===== src/rtl/csp_pkg.sv =====
// Constants of the cell secondary protector.
// Assumes a 20 MHz clock and an APB register bus with 32-bit data.
package csp_pkg;

	// Clock
	localparam int CLK_PERIOD_NS = 50;

	// Register byte offsets
	localparam logic [7:0] FAULT_STATUS_OFS = 8'h00;
	localparam logic [7:0] ALERT_STATUS_OFS = 8'h04;
	localparam logic [7:0] DEVICE_STATUS_OFS = 8'h08;
	localparam logic [7:0] HIGH_FLAGS_OFS = 8'h0C;
	localparam logic [7:0] LOW_FLAGS_OFS = 8'h10;
	localparam logic [7:0] OV_THRESH_OFS = 8'h14;
	localparam logic [7:0] UV_THRESH_OFS = 8'h18;
	localparam logic [7:0] OV_DELAY_OFS = 8'h1C;
	localparam logic [7:0] UV_DELAY_OFS = 8'h20;
	localparam logic [7:0] TEMP_DELAY_OFS = 8'h24;
	localparam logic [7:0] TEMP1_THRESH_OFS = 8'h28;
	localparam logic [7:0] TEMP2_THRESH_OFS = 8'h2C;
	localparam logic [7:0] FUNC_CONFIG_OFS = 8'h30;

	// Status field positions
	localparam int FLT_OV_BIT = 0;
	localparam int FLT_UV_BIT = 1;
	localparam int FORCE_BIT = 2;
	localparam int ALR_T1_BIT = 0;
	localparam int ALR_T2_BIT = 1;
	localparam int DEV_FAULT_BIT = 0;
	localparam int DEV_ALERT_BIT = 1;
	localparam int CN_LSB = 2;

	// Reset values
	localparam logic [7:0] OV_THRESH_RST = 8'h00;
	localparam logic [7:0] UV_THRESH_RST = 8'h00;
	localparam logic [7:0] DELAY_RST = 8'h00;
	localparam logic [3:0] TEMP_THRESH_RST = 4'h0;
	localparam logic [7:0] FUNC_CONFIG_RST = 8'h00;

	// Cells and comparator scaling (millivolts, ratio in 1/10000)
	localparam int NUM_CELLS = 6;
	localparam logic [15:0] OV_BASE_MV = 16'h0BB8;
	localparam logic [15:0] UV_BASE_MV = 16'h03E8;
	localparam logic [15:0] STEP_MV = 16'h0032;
	localparam logic [15:0] HYST_MV = 16'h0032;

	// Timing: delay code bit 7 picks the coarse unit
	localparam int FINE_UNIT_NS = 100000;
	localparam int FINE_CYC = (FINE_UNIT_NS + CLK_PERIOD_NS - 1) / CLK_PERIOD_NS;
	localparam int COARSE_UNIT_US = 25000;
	localparam int COARSE_TICKS = COARSE_UNIT_US * 1000 / FINE_UNIT_NS;
	localparam int DEGLITCH_NS = 50000;
	localparam int DEGLITCH_CYC = DEGLITCH_NS / CLK_PERIOD_NS;
	localparam int BLANK_US = 200;
	localparam int BLANK_CYC = (BLANK_US * 1000 + CLK_PERIOD_NS - 1) / CLK_PERIOD_NS;
	localparam int DLY_RANGE_BIT = 7;

	// Temperature trip ratios, set and clear
	function automatic logic [13:0] csp_ot_set(input logic [3:0] code);
		case (code)
			4'h1: csp_ot_set = 14'd2000;
			4'h2: csp_ot_set = 14'd2244;
			4'h3: csp_ot_set = 14'd2488;
			4'h4: csp_ot_set = 14'd2712;
			4'h5: csp_ot_set = 14'd2956;
			4'h6: csp_ot_set = 14'd3156;
			4'h7: csp_ot_set = 14'd3356;
			4'h8: csp_ot_set = 14'd3556;
			4'h9: csp_ot_set = 14'd3712;
			4'hA: csp_ot_set = 14'd3866;
			4'hB: csp_ot_set = 14'd4000;
			default: csp_ot_set = 14'h3FFF;
		endcase
	endfunction

	function automatic logic [13:0] csp_ot_clr(input logic [3:0] code);
		case (code)
			4'h1: csp_ot_clr = 14'd1766;
			4'h2: csp_ot_clr = 14'd2000;
			4'h3: csp_ot_clr = 14'd2270;
			4'h4: csp_ot_clr = 14'd2498;
			4'h5: csp_ot_clr = 14'd2750;
			4'h6: csp_ot_clr = 14'd2956;
			4'h7: csp_ot_clr = 14'd3162;
			4'h8: csp_ot_clr = 14'd3368;
			4'h9: csp_ot_clr = 14'd3528;
			4'hA: csp_ot_clr = 14'd3688;
			4'hB: csp_ot_clr = 14'd3824;
			default: csp_ot_clr = 14'h3FFF;
		endcase
	endfunction

endpackage


===== src/rtl/csp_qual_timer.sv =====
// Qualification timer for one protection source.
// Assumes ticks are one-cycle pulses from the same clock.
module csp_qual_timer
	import csp_pkg::*;
(
	input wire logic clk_in,
	input wire logic rst_n_in,
	input wire logic cond_in,
	input wire logic restart_in,
	input wire logic [7:0] delay_in,
	input wire logic fine_tick_in,
	input wire logic coarse_tick_in,
	output logic done_out
);

	localparam logic [10:0] DG_LAST = 11'(DEGLITCH_CYC);

	logic [10:0] dg_cnt_ff;
	logic [6:0] tm_cnt_ff;
	logic tick;
	logic dg_ok;

	assign tick = delay_in[DLY_RANGE_BIT] ? coarse_tick_in : fine_tick_in;
	assign dg_ok = (dg_cnt_ff == DG_LAST);

	// Deglitch ahead of the delay count
	always_ff @(posedge clk_in or negedge rst_n_in) begin
		if (!rst_n_in) begin
			dg_cnt_ff <= '0;
		end else if (!cond_in || restart_in) begin
			dg_cnt_ff <= '0;
		end else if (!dg_ok) begin
			dg_cnt_ff <= dg_cnt_ff + 11'h001;
		end
	end

	// Delay count in programmed units
	always_ff @(posedge clk_in or negedge rst_n_in) begin
		if (!rst_n_in) begin
			tm_cnt_ff <= '0;
		end else if (!cond_in || restart_in) begin
			tm_cnt_ff <= '0;
		end else if (dg_ok && tick && tm_cnt_ff != delay_in[6:0]) begin
			tm_cnt_ff <= tm_cnt_ff + 7'h01;
		end
	end

	always_ff @(posedge clk_in or negedge rst_n_in) begin
		if (!rst_n_in) begin
			done_out <= 1'b0;
		end else begin
			done_out <= cond_in && !restart_in && dg_ok &&
				(tm_cnt_ff == delay_in[6:0]) && (delay_in[6:0] != 7'h00);
		end
	end

endmodule


===== src/rtl/csp_protector.sv =====
// Secondary protector: comparators, timers, flags, stack pins, APB regs.
// Assumes synchronous APB master and pins from outside the clock domain.
//
// Contract
// - A qualified condition sets its flag in the fault or alert status.
// - Fault flags OR to fault summary, alert flags to alert summary, pins.
// - With a nonzero delay, summaries and pins stay latched until the host clears them.
// - Separate programmable timers for overvoltage, undervoltage, overtemperature.
// - Delay zero: flag follows the live condition, no latching.
// - Writing one clears flag and pin and restarts that timer.
// - Comparators stay off about 200 us after leaving sleep.
// - Cells above the configured count are ignored for voltage checks.
// - Cell above overvoltage threshold past the delay sets its flag.
// - Cell below undervoltage threshold past the delay sets its flag.
// - Overvoltage threshold steps 50 mV; comparators have hysteresis.
// - A fixed 50 us deglitch precedes each delay timer.
// - Thermistor over threshold past delay sets its alert flag and pin.
// - Temperature code zero disables; codes one to eleven pick ratios.
// - Each thermistor input has its own threshold setting.
// - Thermistors share one delay; zero is instant and unlatched.
// - Faults signalled on dedicated pins without host action.
// - Fault or alert from the device above passes downward.
// - Base device drives host-side pins instead of downward pins.
// - Force bits written directly; other status bits clear by writing one.
//
// The register offsets and the APB register port are this design's own decisions.
module csp_protector
	import csp_pkg::*;
(
	// Clock and reset
	input wire logic CLK_IN,
	input wire logic RST_N_IN,
	// APB slave
	input wire logic PSEL_IN,
	input wire logic PENABLE_IN,
	input wire logic PWRITE_IN,
	input wire logic [7:0] PADDR_IN,
	input wire logic [31:0] PWDATA_IN,
	output logic [31:0] PRDATA_OUT,
	output logic PREADY_OUT,
	output logic PSLVERR_OUT,
	// Measured inputs
	input wire logic [NUM_CELLS-1:0][15:0] CELL_MV_IN,
	input wire logic [13:0] THERMISTOR_IN_A_IN,
	input wire logic [13:0] THERMISTOR_IN_B_IN,
	input wire logic SLEEP_IN,
	// Stack pins
	input wire logic BASE_N_IN,
	input wire logic FAULT_ABOVE_IN,
	input wire logic ALERT_ABOVE_IN,
	output logic FAULT_DOWN_OUT,
	output logic ALERT_DOWN_OUT,
	output logic FAULT_HOST_OUT,
	output logic ALERT_HOST_OUT
);

	function automatic logic hit(input logic [7:0] addr, input logic [7:0] ofs);
		hit = (addr == ofs);
	endfunction

	function automatic logic [NUM_CELLS-1:0] cell_mask(input logic [1:0] cn);
		case (cn)
			2'b00: cell_mask = 6'b11_1111;
			2'b01: cell_mask = 6'b01_1111;
			2'b10: cell_mask = 6'b00_1111;
			2'b11: cell_mask = 6'b00_0111;
			default: cell_mask = 6'b11_1111;
		endcase
	endfunction

	// Input synchronisers
	logic [NUM_CELLS-1:0][15:0] cell_s1_ff, cell_ff;
	logic [13:0] ts_a_s1_ff, ts_a_ff, ts_b_s1_ff, ts_b_ff;
	logic [4:0] pin_s1_ff, pin_ff;
	logic sleep_d_ff;

	always_ff @(posedge CLK_IN or negedge RST_N_IN) begin
		if (!RST_N_IN) begin
			cell_s1_ff <= '0;
			cell_ff <= '0;
			ts_a_s1_ff <= '0;
			ts_a_ff <= '0;
			ts_b_s1_ff <= '0;
			ts_b_ff <= '0;
			pin_s1_ff <= '0;
			pin_ff <= '0;
		end else begin
			cell_s1_ff <= CELL_MV_IN;
			cell_ff <= cell_s1_ff;
			ts_a_s1_ff <= THERMISTOR_IN_A_IN;
			ts_a_ff <= ts_a_s1_ff;
			ts_b_s1_ff <= THERMISTOR_IN_B_IN;
			ts_b_ff <= ts_b_s1_ff;
			pin_s1_ff <= {SLEEP_IN, BASE_N_IN, FAULT_ABOVE_IN,
				ALERT_ABOVE_IN, 1'b1};
			pin_ff <= pin_s1_ff;
		end
	end

	logic sleep, base_n, fault_above, alert_above, sync_ok;
	assign sync_ok = pin_ff[0];
	assign sleep = pin_ff[4];
	assign base_n = pin_ff[3];
	assign fault_above = pin_ff[2];
	assign alert_above = pin_ff[1];

	// Configuration registers
	logic [7:0] over_voltage_threshold_ff, under_voltage_threshold_ff;
	logic [7:0] over_voltage_delay_ff, under_voltage_delay_ff;
	logic [7:0] temperature_delay_ff, func_config_ff;
	logic [3:0] temp1_threshold_ff, temp2_threshold_ff;
	logic fault_force_ff, alert_force_ff;

	logic wr_en;
	assign wr_en = PSEL_IN && PENABLE_IN && PWRITE_IN && PREADY_OUT;

	always_ff @(posedge CLK_IN or negedge RST_N_IN) begin
		if (!RST_N_IN) begin
			over_voltage_threshold_ff <= OV_THRESH_RST;
			under_voltage_threshold_ff <= UV_THRESH_RST;
			over_voltage_delay_ff <= DELAY_RST;
			under_voltage_delay_ff <= DELAY_RST;
			temperature_delay_ff <= DELAY_RST;
			temp1_threshold_ff <= TEMP_THRESH_RST;
			temp2_threshold_ff <= TEMP_THRESH_RST;
			func_config_ff <= FUNC_CONFIG_RST;
		end else if (wr_en) begin
			if (hit(PADDR_IN, OV_THRESH_OFS))
				over_voltage_threshold_ff <= PWDATA_IN[7:0];
			if (hit(PADDR_IN, UV_THRESH_OFS))
				under_voltage_threshold_ff <= PWDATA_IN[7:0];
			if (hit(PADDR_IN, OV_DELAY_OFS))
				over_voltage_delay_ff <= PWDATA_IN[7:0];
			if (hit(PADDR_IN, UV_DELAY_OFS))
				under_voltage_delay_ff <= PWDATA_IN[7:0];
			if (hit(PADDR_IN, TEMP_DELAY_OFS))
				temperature_delay_ff <= PWDATA_IN[7:0];
			if (hit(PADDR_IN, TEMP1_THRESH_OFS))
				temp1_threshold_ff <= PWDATA_IN[3:0];
			if (hit(PADDR_IN, TEMP2_THRESH_OFS))
				temp2_threshold_ff <= PWDATA_IN[3:0];
			if (hit(PADDR_IN, FUNC_CONFIG_OFS))
				func_config_ff <= PWDATA_IN[7:0];
		end
	end

	// Force bits: written directly
	always_ff @(posedge CLK_IN or negedge RST_N_IN) begin
		if (!RST_N_IN) begin
			fault_force_ff <= 1'b0;
			alert_force_ff <= 1'b0;
		end else if (wr_en) begin
			if (hit(PADDR_IN, FAULT_STATUS_OFS))
				fault_force_ff <= PWDATA_IN[FORCE_BIT];
			if (hit(PADDR_IN, ALERT_STATUS_OFS))
				alert_force_ff <= PWDATA_IN[FORCE_BIT];
		end
	end

	// Write-one clear strobes
	logic clr_ov, clr_uv, clr_t1, clr_t2;
	assign clr_ov = wr_en && hit(PADDR_IN, FAULT_STATUS_OFS) &&
		PWDATA_IN[FLT_OV_BIT];
	assign clr_uv = wr_en && hit(PADDR_IN, FAULT_STATUS_OFS) &&
		PWDATA_IN[FLT_UV_BIT];
	assign clr_t1 = wr_en && hit(PADDR_IN, ALERT_STATUS_OFS) &&
		PWDATA_IN[ALR_T1_BIT];
	assign clr_t2 = wr_en && hit(PADDR_IN, ALERT_STATUS_OFS) &&
		PWDATA_IN[ALR_T2_BIT];

	// Sleep exit blanking
	logic [12:0] blank_cnt_ff;
	logic blank;
	// Also blank until synced samples replace reset zeros
	assign blank = (blank_cnt_ff != 13'h0000) || sleep || !sync_ok;

	always_ff @(posedge CLK_IN or negedge RST_N_IN) begin
		if (!RST_N_IN) begin
			sleep_d_ff <= 1'b0;
			blank_cnt_ff <= '0;
		end else begin
			sleep_d_ff <= sleep;
			if (sleep || sleep_d_ff)
				blank_cnt_ff <= 13'(BLANK_CYC);
			else if (blank_cnt_ff != 13'h0000)
				blank_cnt_ff <= blank_cnt_ff - 13'h0001;
		end
	end

	// Unit ticks
	logic [10:0] fine_cnt_ff;
	logic [7:0] coarse_cnt_ff;
	logic fine_tick_ff, coarse_tick_ff;

	always_ff @(posedge CLK_IN or negedge RST_N_IN) begin
		if (!RST_N_IN) begin
			fine_cnt_ff <= '0;
			coarse_cnt_ff <= '0;
			fine_tick_ff <= 1'b0;
			coarse_tick_ff <= 1'b0;
		end else begin
			fine_tick_ff <= 1'b0;
			coarse_tick_ff <= 1'b0;
			if (fine_cnt_ff == 11'(FINE_CYC - 1)) begin
				fine_cnt_ff <= '0;
				fine_tick_ff <= 1'b1;
				if (coarse_cnt_ff == 8'(COARSE_TICKS - 1)) begin
					coarse_cnt_ff <= '0;
					coarse_tick_ff <= 1'b1;
				end else begin
					coarse_cnt_ff <= coarse_cnt_ff + 8'h01;
				end
			end else begin
				fine_cnt_ff <= fine_cnt_ff + 11'h001;
			end
		end
	end

	// Voltage comparators with hysteresis
	logic [15:0] ov_trip, ov_rel, uv_trip, uv_rel;
	logic [NUM_CELLS-1:0] ov_cmp_ff, uv_cmp_ff, enabled;
	assign ov_trip = OV_BASE_MV + 16'(over_voltage_threshold_ff * STEP_MV);
	assign ov_rel = ov_trip - HYST_MV;
	assign uv_trip = UV_BASE_MV + 16'(under_voltage_threshold_ff * STEP_MV);
	assign uv_rel = uv_trip + HYST_MV;
	assign enabled = cell_mask(func_config_ff[CN_LSB+1:CN_LSB]);

	genvar gi;
	generate
		for (gi = 0; gi < NUM_CELLS; gi++) begin : g_cell
			always_ff @(posedge CLK_IN or negedge RST_N_IN) begin
				if (!RST_N_IN) begin
					ov_cmp_ff[gi] <= 1'b0;
					uv_cmp_ff[gi] <= 1'b0;
				end else if (blank || !enabled[gi]) begin
					ov_cmp_ff[gi] <= 1'b0;
					uv_cmp_ff[gi] <= 1'b0;
				end else begin
					if (cell_ff[gi] > ov_trip)
						ov_cmp_ff[gi] <= 1'b1;
					else if (cell_ff[gi] < ov_rel)
						ov_cmp_ff[gi] <= 1'b0;
					if (cell_ff[gi] < uv_trip)
						uv_cmp_ff[gi] <= 1'b1;
					else if (cell_ff[gi] > uv_rel)
						uv_cmp_ff[gi] <= 1'b0;
				end
			end
		end
	endgenerate

	// Temperature comparators
	logic t1_cmp_ff, t2_cmp_ff;

	always_ff @(posedge CLK_IN or negedge RST_N_IN) begin
		if (!RST_N_IN) begin
			t1_cmp_ff <= 1'b0;
			t2_cmp_ff <= 1'b0;
		end else begin
			if (blank || temp1_threshold_ff == 4'h0)
				t1_cmp_ff <= 1'b0;
			else if (ts_a_ff > csp_ot_set(temp1_threshold_ff))
				t1_cmp_ff <= 1'b1;
			else if (ts_a_ff < csp_ot_clr(temp1_threshold_ff))
				t1_cmp_ff <= 1'b0;
			if (blank || temp2_threshold_ff == 4'h0)
				t2_cmp_ff <= 1'b0;
			else if (ts_b_ff > csp_ot_set(temp2_threshold_ff))
				t2_cmp_ff <= 1'b1;
			else if (ts_b_ff < csp_ot_clr(temp2_threshold_ff))
				t2_cmp_ff <= 1'b0;
		end
	end

	// One timer per source
	logic ov_done, uv_done, ot_done;

	csp_qual_timer u_ov_timer (
		.clk_in(CLK_IN),
		.rst_n_in(RST_N_IN),
		.cond_in(|ov_cmp_ff),
		.restart_in(clr_ov),
		.delay_in(over_voltage_delay_ff),
		.fine_tick_in(fine_tick_ff),
		.coarse_tick_in(coarse_tick_ff),
		.done_out(ov_done)
	);

	csp_qual_timer u_uv_timer (
		.clk_in(CLK_IN),
		.rst_n_in(RST_N_IN),
		.cond_in(|uv_cmp_ff),
		.restart_in(clr_uv),
		.delay_in(under_voltage_delay_ff),
		.fine_tick_in(fine_tick_ff),
		.coarse_tick_in(coarse_tick_ff),
		.done_out(uv_done)
	);

	csp_qual_timer u_ot_timer (
		.clk_in(CLK_IN),
		.rst_n_in(RST_N_IN),
		.cond_in(t1_cmp_ff || t2_cmp_ff),
		.restart_in(clr_t1 || clr_t2),
		.delay_in(temperature_delay_ff),
		.fine_tick_in(fine_tick_ff),
		.coarse_tick_in(coarse_tick_ff),
		.done_out(ot_done)
	);

	// Per-cell and temperature flags
	logic [NUM_CELLS-1:0] per_cell_high_flags_ff, per_cell_low_flags_ff;
	logic temp1_over_flag_ff, temp2_over_flag_ff;
	logic ov_live, uv_live, ot_live;
	assign ov_live = (over_voltage_delay_ff == DELAY_RST);
	assign uv_live = (under_voltage_delay_ff == DELAY_RST);
	assign ot_live = (temperature_delay_ff == DELAY_RST);

	always_ff @(posedge CLK_IN or negedge RST_N_IN) begin
		if (!RST_N_IN) begin
			per_cell_high_flags_ff <= '0;
		end else if (ov_live) begin
			per_cell_high_flags_ff <= ov_cmp_ff;
		end else if (clr_ov) begin
			per_cell_high_flags_ff <= '0;
		end else if (ov_done) begin
			per_cell_high_flags_ff <= per_cell_high_flags_ff | ov_cmp_ff;
		end
	end

	always_ff @(posedge CLK_IN or negedge RST_N_IN) begin
		if (!RST_N_IN) begin
			per_cell_low_flags_ff <= '0;
		end else if (uv_live) begin
			per_cell_low_flags_ff <= uv_cmp_ff;
		end else if (clr_uv) begin
			per_cell_low_flags_ff <= '0;
		end else if (uv_done) begin
			per_cell_low_flags_ff <= per_cell_low_flags_ff | uv_cmp_ff;
		end
	end

	always_ff @(posedge CLK_IN or negedge RST_N_IN) begin
		if (!RST_N_IN) begin
			temp1_over_flag_ff <= 1'b0;
			temp2_over_flag_ff <= 1'b0;
		end else if (ot_live) begin
			temp1_over_flag_ff <= t1_cmp_ff;
			temp2_over_flag_ff <= t2_cmp_ff;
		end else begin
			if (clr_t1)
				temp1_over_flag_ff <= 1'b0;
			else if (ot_done && t1_cmp_ff)
				temp1_over_flag_ff <= 1'b1;
			if (clr_t2)
				temp2_over_flag_ff <= 1'b0;
			else if (ot_done && t2_cmp_ff)
				temp2_over_flag_ff <= 1'b1;
		end
	end

	// Summaries latch through the flags
	logic fault_sum, alert_sum;
	assign fault_sum = (|per_cell_high_flags_ff) || (|per_cell_low_flags_ff) ||
		fault_force_ff;
	assign alert_sum = temp1_over_flag_ff || temp2_over_flag_ff ||
		alert_force_ff;

	// Stack pins
	always_ff @(posedge CLK_IN or negedge RST_N_IN) begin
		if (!RST_N_IN) begin
			FAULT_DOWN_OUT <= 1'b0;
			ALERT_DOWN_OUT <= 1'b0;
			FAULT_HOST_OUT <= 1'b0;
			ALERT_HOST_OUT <= 1'b0;
		end else begin
			FAULT_DOWN_OUT <= base_n && (fault_sum || fault_above);
			ALERT_DOWN_OUT <= base_n && (alert_sum || alert_above);
			FAULT_HOST_OUT <= !base_n && (fault_sum || fault_above);
			ALERT_HOST_OUT <= !base_n && (alert_sum || alert_above);
		end
	end

	// APB read side
	logic [31:0] rd_data;
	logic rd_hit;

	always_comb begin
		rd_data = '0;
		rd_hit = 1'b1;
		case (PADDR_IN)
			FAULT_STATUS_OFS: begin
				rd_data[FLT_OV_BIT] = |per_cell_high_flags_ff;
				rd_data[FLT_UV_BIT] = |per_cell_low_flags_ff;
				rd_data[FORCE_BIT] = fault_force_ff;
			end
			ALERT_STATUS_OFS: begin
				rd_data[ALR_T1_BIT] = temp1_over_flag_ff;
				rd_data[ALR_T2_BIT] = temp2_over_flag_ff;
				rd_data[FORCE_BIT] = alert_force_ff;
			end
			DEVICE_STATUS_OFS: begin
				rd_data[DEV_FAULT_BIT] = fault_sum;
				rd_data[DEV_ALERT_BIT] = alert_sum;
			end
			HIGH_FLAGS_OFS: rd_data[NUM_CELLS-1:0] = per_cell_high_flags_ff;
			LOW_FLAGS_OFS: rd_data[NUM_CELLS-1:0] = per_cell_low_flags_ff;
			OV_THRESH_OFS: rd_data[7:0] = over_voltage_threshold_ff;
			UV_THRESH_OFS: rd_data[7:0] = under_voltage_threshold_ff;
			OV_DELAY_OFS: rd_data[7:0] = over_voltage_delay_ff;
			UV_DELAY_OFS: rd_data[7:0] = under_voltage_delay_ff;
			TEMP_DELAY_OFS: rd_data[7:0] = temperature_delay_ff;
			TEMP1_THRESH_OFS: rd_data[3:0] = temp1_threshold_ff;
			TEMP2_THRESH_OFS: rd_data[3:0] = temp2_threshold_ff;
			FUNC_CONFIG_OFS: rd_data[7:0] = func_config_ff;
			default: rd_hit = 1'b0;
		endcase
	end

	// One wait state per access
	always_ff @(posedge CLK_IN or negedge RST_N_IN) begin
		if (!RST_N_IN) begin
			PREADY_OUT <= 1'b0;
			PRDATA_OUT <= '0;
			PSLVERR_OUT <= 1'b0;
		end else if (PSEL_IN && PENABLE_IN && !PREADY_OUT) begin
			PREADY_OUT <= 1'b1;
			PRDATA_OUT <= PWRITE_IN ? 32'h0000_0000 : rd_data;
			PSLVERR_OUT <= !rd_hit;
		end else begin
			PREADY_OUT <= 1'b0;
			PSLVERR_OUT <= 1'b0;
		end
	end

endmodule


===== config.mk =====
export PLATFORM = sky130hd
export DESIGN_NAME = csp_protector
export DESIGN_NICKNAME = d
export VERILOG_FILES = /design/src/rtl/csp_pkg.sv /design/src/rtl/csp_qual_timer.sv /design/src/rtl/csp_protector.sv
export SDC_FILE = /design/constraint.sdc
export NUM_CORES = 1
export LEC_CHECK = 0
export BUFFER_PORTS_ARGS = -buffer_cell sky130_fd_sc_hd__buf_2
export CAP_MARGIN = 30
export CORE_MARGIN = 1
export CORE_UTILIZATION = 40
export DETAILED_ROUTE_END_ITERATION = 16
export PLACE_DENSITY = 0.68
export SYNTH_ARGS = -nofsm -noshare
export SYNTH_HDL_FRONTEND = slang
export SYNTH_SLANG_ARGS = --single-unit

===== constraint.sdc =====
create_clock -name CLK_IN -period 5.7 [get_ports CLK_IN]
set_input_delay 0.285 -clock CLK_IN [delete_from_list [all_inputs] [get_ports CLK_IN]]
set_output_delay 0.285 -clock CLK_IN [all_outputs]
set_load 0.005 [all_outputs]

==> results.md, run 1 <==
Route:
- The number of nets with antenna violations after detailed routing is 0.
- The first TritonRoute pass finished after 5 iterations.
- The final layout contains routed wiring with a total length of 68.4 mm.
- The post-route DRC violation count is 0.
- After the first detailed-routing iteration, the DRC count stood at 1255.
- The routed length per placed instance is 18.2 um.
- The routed layout has 20300 vias.
- Using the TritonRoute via totals, the vias-per-cell ratio works out to 5.39.

Logic synthesis:
- Summing the areas of all fa, ha and maj instances in the mapped netlist gives 23.1% of the synthesized area.
- In the synthesized netlist the dominant register cell turns out to be dfrtp_1.
- By area, the combinational part of the netlist is dominated by adder cells.
- Summing the areas of all compound-gate instances in the mapped netlist gives 13.7% of the synthesized area.
- Counting flops with a built-in enable in the synthesized netlist gives 0.
- The number of instances in the synthesized netlist is 2478.
- The per-instance average area after synthesis is 11.0 um^2.
- The cell area after technology mapping is 27200 um^2.
- Multiplexer cells account for 3.02% of the synthesized area.
- The synthesized netlist devotes 4.40% of its cell area to XOR and XNOR gates.
- The synthesis warning total is 0.
- Summing the sequential cell areas from Yosys gives 41.4% of the chip area.
- In the synthesized netlist the async set-or-reset flop fraction comes to 100%.
- Summing the areas of all and, or, nand and nor instances in the mapped netlist gives 12.0% of the synthesized area.
- The number of different library cells in the post-synthesis netlist is 87.
- The post-synthesis register bit count is 450.

Pwr:
- For this design the ratio of total power to cell area is 225 nW/um^2.
- The power after layout is 0.00726 W.
- In this run the static leakage power is 15.4 nW.
- The worst-case IR drop observed on VDD is 0.000281 V.

Worst setup path:
- The cell count of the worst reg-to-reg path is 24.
- The required arrival time at the worst endpoint is 6.21 ns.
- STA classifies the critical path endpoint as a flop.
- Data arrives at the worst endpoint at 5.97 ns.
- Of all nets on the critical path, the largest fanout is 7.
- The kind of start point of the critical path is a flop.
- The worst setup path is of the flop to flop kind.
- In this run the number of cells on the critical path is 24.
- The dominant cell type by count on the critical path is ha_1.
- Traced cell by cell, the critical path runs through ha_1 > inv_1 > ha_1 > ha_1 > inv_1 > fa_1 > nand2b_1 > a21oi_2 > xor2_2 > buf_4 > xor2_2 > buf_4 > buf_4 > xnor2_1 > ha_1 > a21oi_1 > nor2b_1 > o21ai_0 > nand2b_1 > a221oi_1 > a21oi_1 > a41o_1 > or3b_1 > a211oi_2.
- The number of buffers and inverters on the critical path is 5.
- The largest single stage delay on the critical path is 0.49 ns.
- The library cell contributing the largest single delay on the critical path is dfrtp_1.
- The gate family responsible for the most delay along the worst path is adder cells.

Floorplanning:
- The floorplan die area is 69000 um^2.
- After floorplanning, the core was divided into 95 placement rows.
- The overall die width is 263 um.
- The region available for standard cell placement spans 67200 um^2.
- Once the floorplan was initialized, standard cells occupied 40.5% of the core.
- The die span in y is 263 um.
- The number of placed I/O pins is 211.

STA:
- The time the worst path needs with I/O delays and setup is 5.46 ns.
- The number of hold violations in the final report was 0.
- Based on the critical path, the design can be clocked at up to 0.183 GHz.
- Setup violations remaining at the end of the flow were counted as 0.
- The final hold slack is 0.0485 ns.
- Of the available clock period, the critical path in the final layout requires 95.7%.
- Across the routed clock network, the largest skew measured is 0.0329 ns.
- Headroom to the max-slew limit came out at 36.1%.
- Setup repair after global routing could not meet its margin everywhere.
- The worst-margin pin slew is 0.952 ns.
- The total count of max-transition violations in the final report was 0.

Hold path:
- The worst hold path was traced through 2 stages.
- The path class of the lowest-slack min-delay path is primary input to flop.

Global route:
- The total track usage is 20.1%.
- After global routing the overflow that remains totals 0.
- The number of global-route vias before repair is 20300.
- The first global-routing pass estimated 110 mm of wire.
- The initial antenna violation count is 0.
- The largest net degree at the start of global routing is 153.

Placed design:
- The weighted congestion reported at the end of routability-driven placement is 0.940.
- Once detailed placement completed, the half-perimeter wirelength came to 51.1 mm.
- Buffers placed on the I/O ports in this run total 162.

Clocking:
- The TritonCTS clock tree is built.
- The sink count of the clock tree is 450.
- The clock passes through at most 3 buffers.
- The clock-pin slew on the worst setup and hold paths is 0.07 ns.
- The number of buffers added by the clock tree synthesis step is 48.
- The clock latency of the later-clocked register in the worst-skew pair is 0.62 ns.
- The number of H-tree levels is 2.
- The master cell of the clock root buffer is clkbuf_16.

Finish:
- The net total in the final layout is 3518.
- From synthesis to final layout, the design area changed by 18.9%.
- Cells with a size suffix above 1 make up 13.7% of the layout.

Run status:
- The run finished with clean final reports.

Job:
- The reported max-cap violation count is 0.
-- synthesized netlist by cell type, drive strengths merged, types with 18 or more instances --
master	n	area [um^2]
a211oi	25	210
a21o	52	390
a21oi	112	561
a22o	24	210
a22oi	25	188
buf	36	234
clkbuf	18	67.6
dfrtp	450	11300
ha	489	6120
inv	93	349
mux2	64	721
nand2	108	405
nand2b	36	225
nand3	56	280
nand4	48	300
nor2	167	627
nor2b	67	419
nor3	30	150
nor4	22	153
o21a	90	676
o21ai	115	579
xnor2	67	594
xor2	63	578
-- flip-flops by register name, indices dropped and copies added, names as in the netlist, 7 cells and up --
register,cells
PRDATA_OUT,8
blank_cnt_ff,13
cell_ff,96
cell_s1_ff,96
coarse_cnt_ff,8
fine_cnt_ff,11
func_config_ff,8
over_voltage_delay_ff,8
over_voltage_threshold_ff,8
temperature_delay_ff,8
ts_a_ff,14
ts_a_s1_ff,14
ts_b_ff,14
ts_b_s1_ff,14
u_ot_timer.dg_cnt_ff,11
u_ot_timer.tm_cnt_ff,7
u_ov_timer.dg_cnt_ff,11
u_ov_timer.tm_cnt_ff,7
u_uv_timer.dg_cnt_ff,11
u_uv_timer.tm_cnt_ff,7
under_voltage_delay_ff,8
under_voltage_threshold_ff,8
-- worst paths after layout --
path | startpoint | end | slack (ns)
hold / removal | PWDATA_IN[7] | over_voltage_delay_ff[7] | 0.05
min in group asynchronous | RST_N_IN | cell_s1_ff[14] | 0.27
setup / recovery | under_voltage_threshold_ff[1] | uv_cmp_ff[4] | 0.24
setup reg to reg | under_voltage_threshold_ff[1] | uv_cmp_ff[4] | 0.24
max in group asynchronous | RST_N_IN | over_voltage_threshold_ff[1] | 4.12
hold reg to reg | ts_b_s1_ff[2] | ts_b_ff[2] | 0.34
-- per-stage QoR --
step                utilization [%]  cell area [um^2]  std cells  worst slack, ns  setup TNS [ns]
CTS                            48.0             32200       3759           0.0790               0
floorplan                         -             27300       2513           0.0557               0
global placement               43.6             29300       3541            0.208               0
finish                         48.1             32300       3762            0.245               0
global route                   48.1             32300       3761           -0.142          -0.142
detailed placement             43.7             29300       3542            0.141               0
-- cells by family (layout without fill, tap and decap cells) --
| logic type | after synthesis | in the layout |
|---|---|---|
| DFF | 450 | 450 |
| other | 2 | 38 |
| adders and majority gates | 498 | 498 |
| and+or+nand+nor | 627 | 627 |
| AOI/OAI and AO/OA | 549 | 549 |
| muxes | 74 | 74 |
| buffers and inverters | 147 | 522 |
| xor gates and xnor gates | 131 | 131 |
-- placed cells by master (no fill, tap or decap), drive strengths merged, types with 22 or more instances in the layout --
master       netlist  final
nor4              22     22
nand2b            36     36
a211oi            25     25
xnor2             67     67
o21ai            115    115
dlygate4sd3        0    129
nand2            108    108
buf               36    212
nor2             167    167
a21o              52     52
dfrtp            450    450
nand4             48     48
o21a              90     90
a21oi            112    112
conb               2     37
nor3              30     30
mux2              64     64
xor2              63     63
inv               93     97
clkbuf            18     64
a22oi             25     25
a22o              24     24
nand3             56     56
nor2b             67     67
ha               489    489
-- cell type report --
type	instances	area [um^2]
multi-input cells	1916	15500
inverters	93	349
flip-flops and latches	450	11300
fillers	6065	34800
repair buffers	341	2510
clock inverters	24	278
diodes	1	2.50
clock buffers	64	1360
well taps	873	1090
-- timing repair --
| item | in CTS | in global routing |
|---|---|---|
| gates resized for setup | 0 | 12 |
| setup buffers | 0 | 2 |
| endpoints found under the setup margin | 0 | 9 |
| endpoints found under the hold margin | 229 | 0 |
| hold buffers | 129 | 0 |
-- power by group --
part           internal (W)  total (W)  switching, W  leakage [nW]
combinational      0.000325   0.000696      0.000371          9.02
clock               0.00184    0.00318       0.00134         0.795
sequential          0.00330    0.00339     0.0000927          5.63
total               0.00546    0.00726       0.00180          15.4
-- metal layers --
layer  share of wire, %  wire length (um)  global-route usage (%)
met1                 45             31100                    27.2
met5                  0                 0                       0
met2                 46             31600                    32.6
met4                3.8              2570                    7.73
met3                4.6              3180                    2.85
(Power assumes the default switching activity.)
==> run 2, diff against run 1 <==
Settings changed: CTS_BUF_LIST set to sky130_fd_sc_hd__clkbuf_4.
==> results.md, run 2 (synthesized netlist as in run 1, its figures left out) <==
Pwr:
- The leakage power figure is 16.0 nW (was 15.4 nW).
- The power after layout is 0.00680 W (was 0.00726 W).
- The power per standard cell area is 204 nW/um^2 (was 225 nW/um^2).
- The worst IR drop on VDD is 0.000218 V (was 0.000281 V).

Global route:
- The total overflow reported by the global router came to 0 (unchanged).
- The initial antenna violation count was 3 (was 0).
- The largest net degree at the start of global routing is 153 (unchanged).
- The number of global-route vias before repair was 21500 (was 20300).
- The total track usage is 20.9% (was 20.1%).
- The first-pass GRT wire length is 114 mm (was 110 mm).

Worst setup path:
- The kind of end point of the critical path is a flop (unchanged).
- The dominant cell type by count on the critical path is ha_1 (unchanged).
- The kind of start point of the critical path was a flop (unchanged).
- Cells along the critical path: ha_1 > inv_1 > ha_1 > ha_1 > inv_1 > fa_1 > nand2b_1 > a21oi_2 > xor2_2 > buf_4 > xor2_2 > buf_4 > buf_4 > xnor2_1 > ha_1 > a21oi_1 > nor2b_1 > o21ai_0 > nand2b_1 > a221oi_1 > a21oi_1 > a41o_1 > or3b_1 > a211oi_2 (unchanged).
- The data arrival time at the worst-slack endpoint is 6.29 ns (was 5.97 ns).
- The largest fanout on the critical path came to 7 (unchanged).
- The library cell contributing the largest single delay on the critical path is dfrtp_1 (unchanged).
- The highest cell delay on the worst timing path came to 0.49 ns (about the same).
- The required arrival time at the worst endpoint was 6.49 ns (was 6.21 ns).
- The type of the worst setup path is flop to flop (unchanged).

Finish:
- The proportion of layout cells with a drive suffix above 1 is 15.6% (was 13.7%).
- The layout filler cell count is 6060 (was 6065).
- The area overhead of the layout relative to synthesis was 22.5% (was 18.9%).
- Most frequent cells in the layout: ha_1 (489), dfrtp_1 (449), dlygate4sd3_1 (252) (was ha_1 (489), dfrtp_1 (449), nor2_1 (165)).
- Registers with the most flip-flops: cell_ff: 96 flops, cell_s1_ff: 96 flops (unchanged).
- The net total in the final layout came to 3710 (was 3518).
- The leading cell type in the layout, fill and taps excluded is ha_1 (unchanged).

Clocking:
- The TritonCTS clock tree was built (unchanged).
- The master cell of the clock root buffer is clkbuf_4 (was clkbuf_16).
- The clock latency of the later-clocked register in the worst-skew pair came to 0.94 ns (was 0.62 ns).
- The clock-pin slew on the worst setup and hold paths is 0.06 ns (was 0.07 ns).
- The number of H-tree levels came to 3 (was 2).
- The sink count of the clock tree is 450 (unchanged).
- The number of buffers added by the clock tree synthesis step was 116 (was 48).
- The maximum root-to-sink buffer count came to 3 (unchanged).

Route:
- The number of detailed-route iterations in the first pass is 5 (unchanged).
- The post-route DRC violation count is 0 (unchanged).
- The violation count after the first detailed-route iteration is 1151 (was 1255).
- The via density per instance came to 5.31 (was 5.39).
- The routed length per placed instance came to 17.8 um (was 18.2 um).
- The total wire length after detailed routing came to 71.1 mm (was 68.4 mm).
- The number of nets with antenna violations after detailed routing is 0 (unchanged).
- The number of vias in the routed layout came to 21200 (was 20300).

STA:
- The portion of the clock cycle consumed by the worst path in the final layout was 96.6% (was 95.7%).
- Setup repair after global routing missed its margin: yes (unchanged).
- The worst relative slew slack came to 35.8% (was 36.1%).
- The total count of max-transition violations in the final report came to 0 (unchanged).
- The total setup violations reported at the end of the flow is 0 (unchanged).
- The worst-margin pin slew is 0.962 ns (was 0.952 ns).
- The number of hold violations in the final report is 0 (unchanged).
- The setup slack of the critical path after layout is 0.194 ns (was 0.245 ns).
- The peak clock frequency supported by timing is 0.182 GHz (was 0.183 GHz).
- The time the worst path needs with I/O delays and setup was 5.51 ns (was 5.46 ns).
- The clock skew after layout is 0.0863 ns (was 0.0329 ns).

Placed design:
- The worst setup slack before clock tree synthesis is 0.141 ns (unchanged).
- The weighted congestion reported at the end of routability-driven placement is 0.940 (unchanged).
- The HPWL reported at the end of detailed placement was 51.1 mm (unchanged).
- The quantity of I/O buffers inserted on ports is 162 (unchanged).

Floorplanning:
- The number of placed I/O pins was 211 (unchanged).
- The floorplan die area is 69000 um^2 (unchanged).
- The die span in y was 263 um (unchanged).
- The overall die width is 263 um (unchanged).
- The core footprint is 67200 um^2 (unchanged).
- The site row count is 95 (unchanged).
- The initial core utilization came to 40.5% (unchanged).

Run status:
- Result of the run: complete, no violations (unchanged).

Job:
- The reported max-cap violation count was 0 (unchanged).

Hold path:
- The path class of the lowest-slack min-delay path is primary input to flop (unchanged).
## run 2: changes by cell type in the layout (fill, tap and decap cells not counted), moves of 6 or more
cell / delta
clkbuf_8: -10
clkbuf_16: -48
clkbuf_1: -6
dlygate4sd3_1: +123
clkinv_1: +19
clkbuf_4: +156
## run 2: per-layer routing
layer	share of wire [%]	up-vias	GRT usage, %
li1	-	10200	-
met1	45	10300	27.5
met3	4.7	141	3.26
met2	47	533	34.3
met4	3.2	0	8.70
met5	0	-	0
## run 2: critical path: cells and delay by family (launching register included)
kind | cells | cell delay, ns
compound gates | 7 | 1.39
xor+xnor | 3 | 0.50
fa+ha+maj | 5 | 1.64
buf+inv | 5 | 0.61
flops | 1 | 0.49
simple gates | 4 | 0.71
## run 2: what timing repair did
| item | in CTS | in global routing |
|---|---|---|
| hold endpoints to repair | 299 | 0 |
| endpoints found under the setup margin | 0 | 10 |
| hold buffers | 252 | 0 |
| resized for setup | 0 | 13 |
| buffers inserted | 0 | 2 |
## run 2: metrics by stage
stage                     TNS (ns)  std cells  hold slack (ns)  utilization, %  cell area, um^2
after global placement           0       3541            0.332            43.6            29300
final                            0       3991           0.0553            49.6            33300
after floorplan                  0       2513          -0.0106               -            27300
after detailed placement         0       3542            0.335            43.7            29300
after CTS                        0       3983         0.000156            49.4            33200
after global routing        -0.231       3991         -0.00838            49.6            33300
## run 2: final timing paths
path | startpoint | to | slack (ns) | cells after the start
min | CELL_MV_IN[81] | cell_s1_ff[81] | 0.06 | 2
max reg2reg | under_voltage_threshold_ff[1] | uv_cmp_ff[4] | 0.19 | 24
max in group asynchronous | RST_N_IN | u_ov_timer.tm_cnt_ff[6] | 3.83 | 5
max | under_voltage_threshold_ff[1] | uv_cmp_ff[4] | 0.19 | 24
min reg2reg | ts_b_s1_ff[1] | ts_b_ff[1] | 0.29 | 0
min in group asynchronous | RST_N_IN | pin_s1_ff[2] | 0.48 | 3
## run 2: cell type report
cell class                      instances  area (um^2)  share of cell area (%)
Clock inverter                         33          195                   0.586
Antenna cell                            5         12.5                  0.0376
Inverter                               93          349                    1.05
Clock buffer                          156         1170                    3.52
Timing Repair Buffer                  465         3760                    11.3
Sequential cell                       450        11300                    33.8
Tap cell                              873         1090                    3.28
Multi-Input combinational cell       1916        15500                    46.4
## run 2: report_power, final
| part | switching, W | internal, W |
|---|---|---|
| logic | 0.000387 | 0.000382 |
| clock network | 0.00134 | 0.00131 |
| registers | 0.0000936 | 0.00329 |
| total | 0.00182 | 0.00499 |
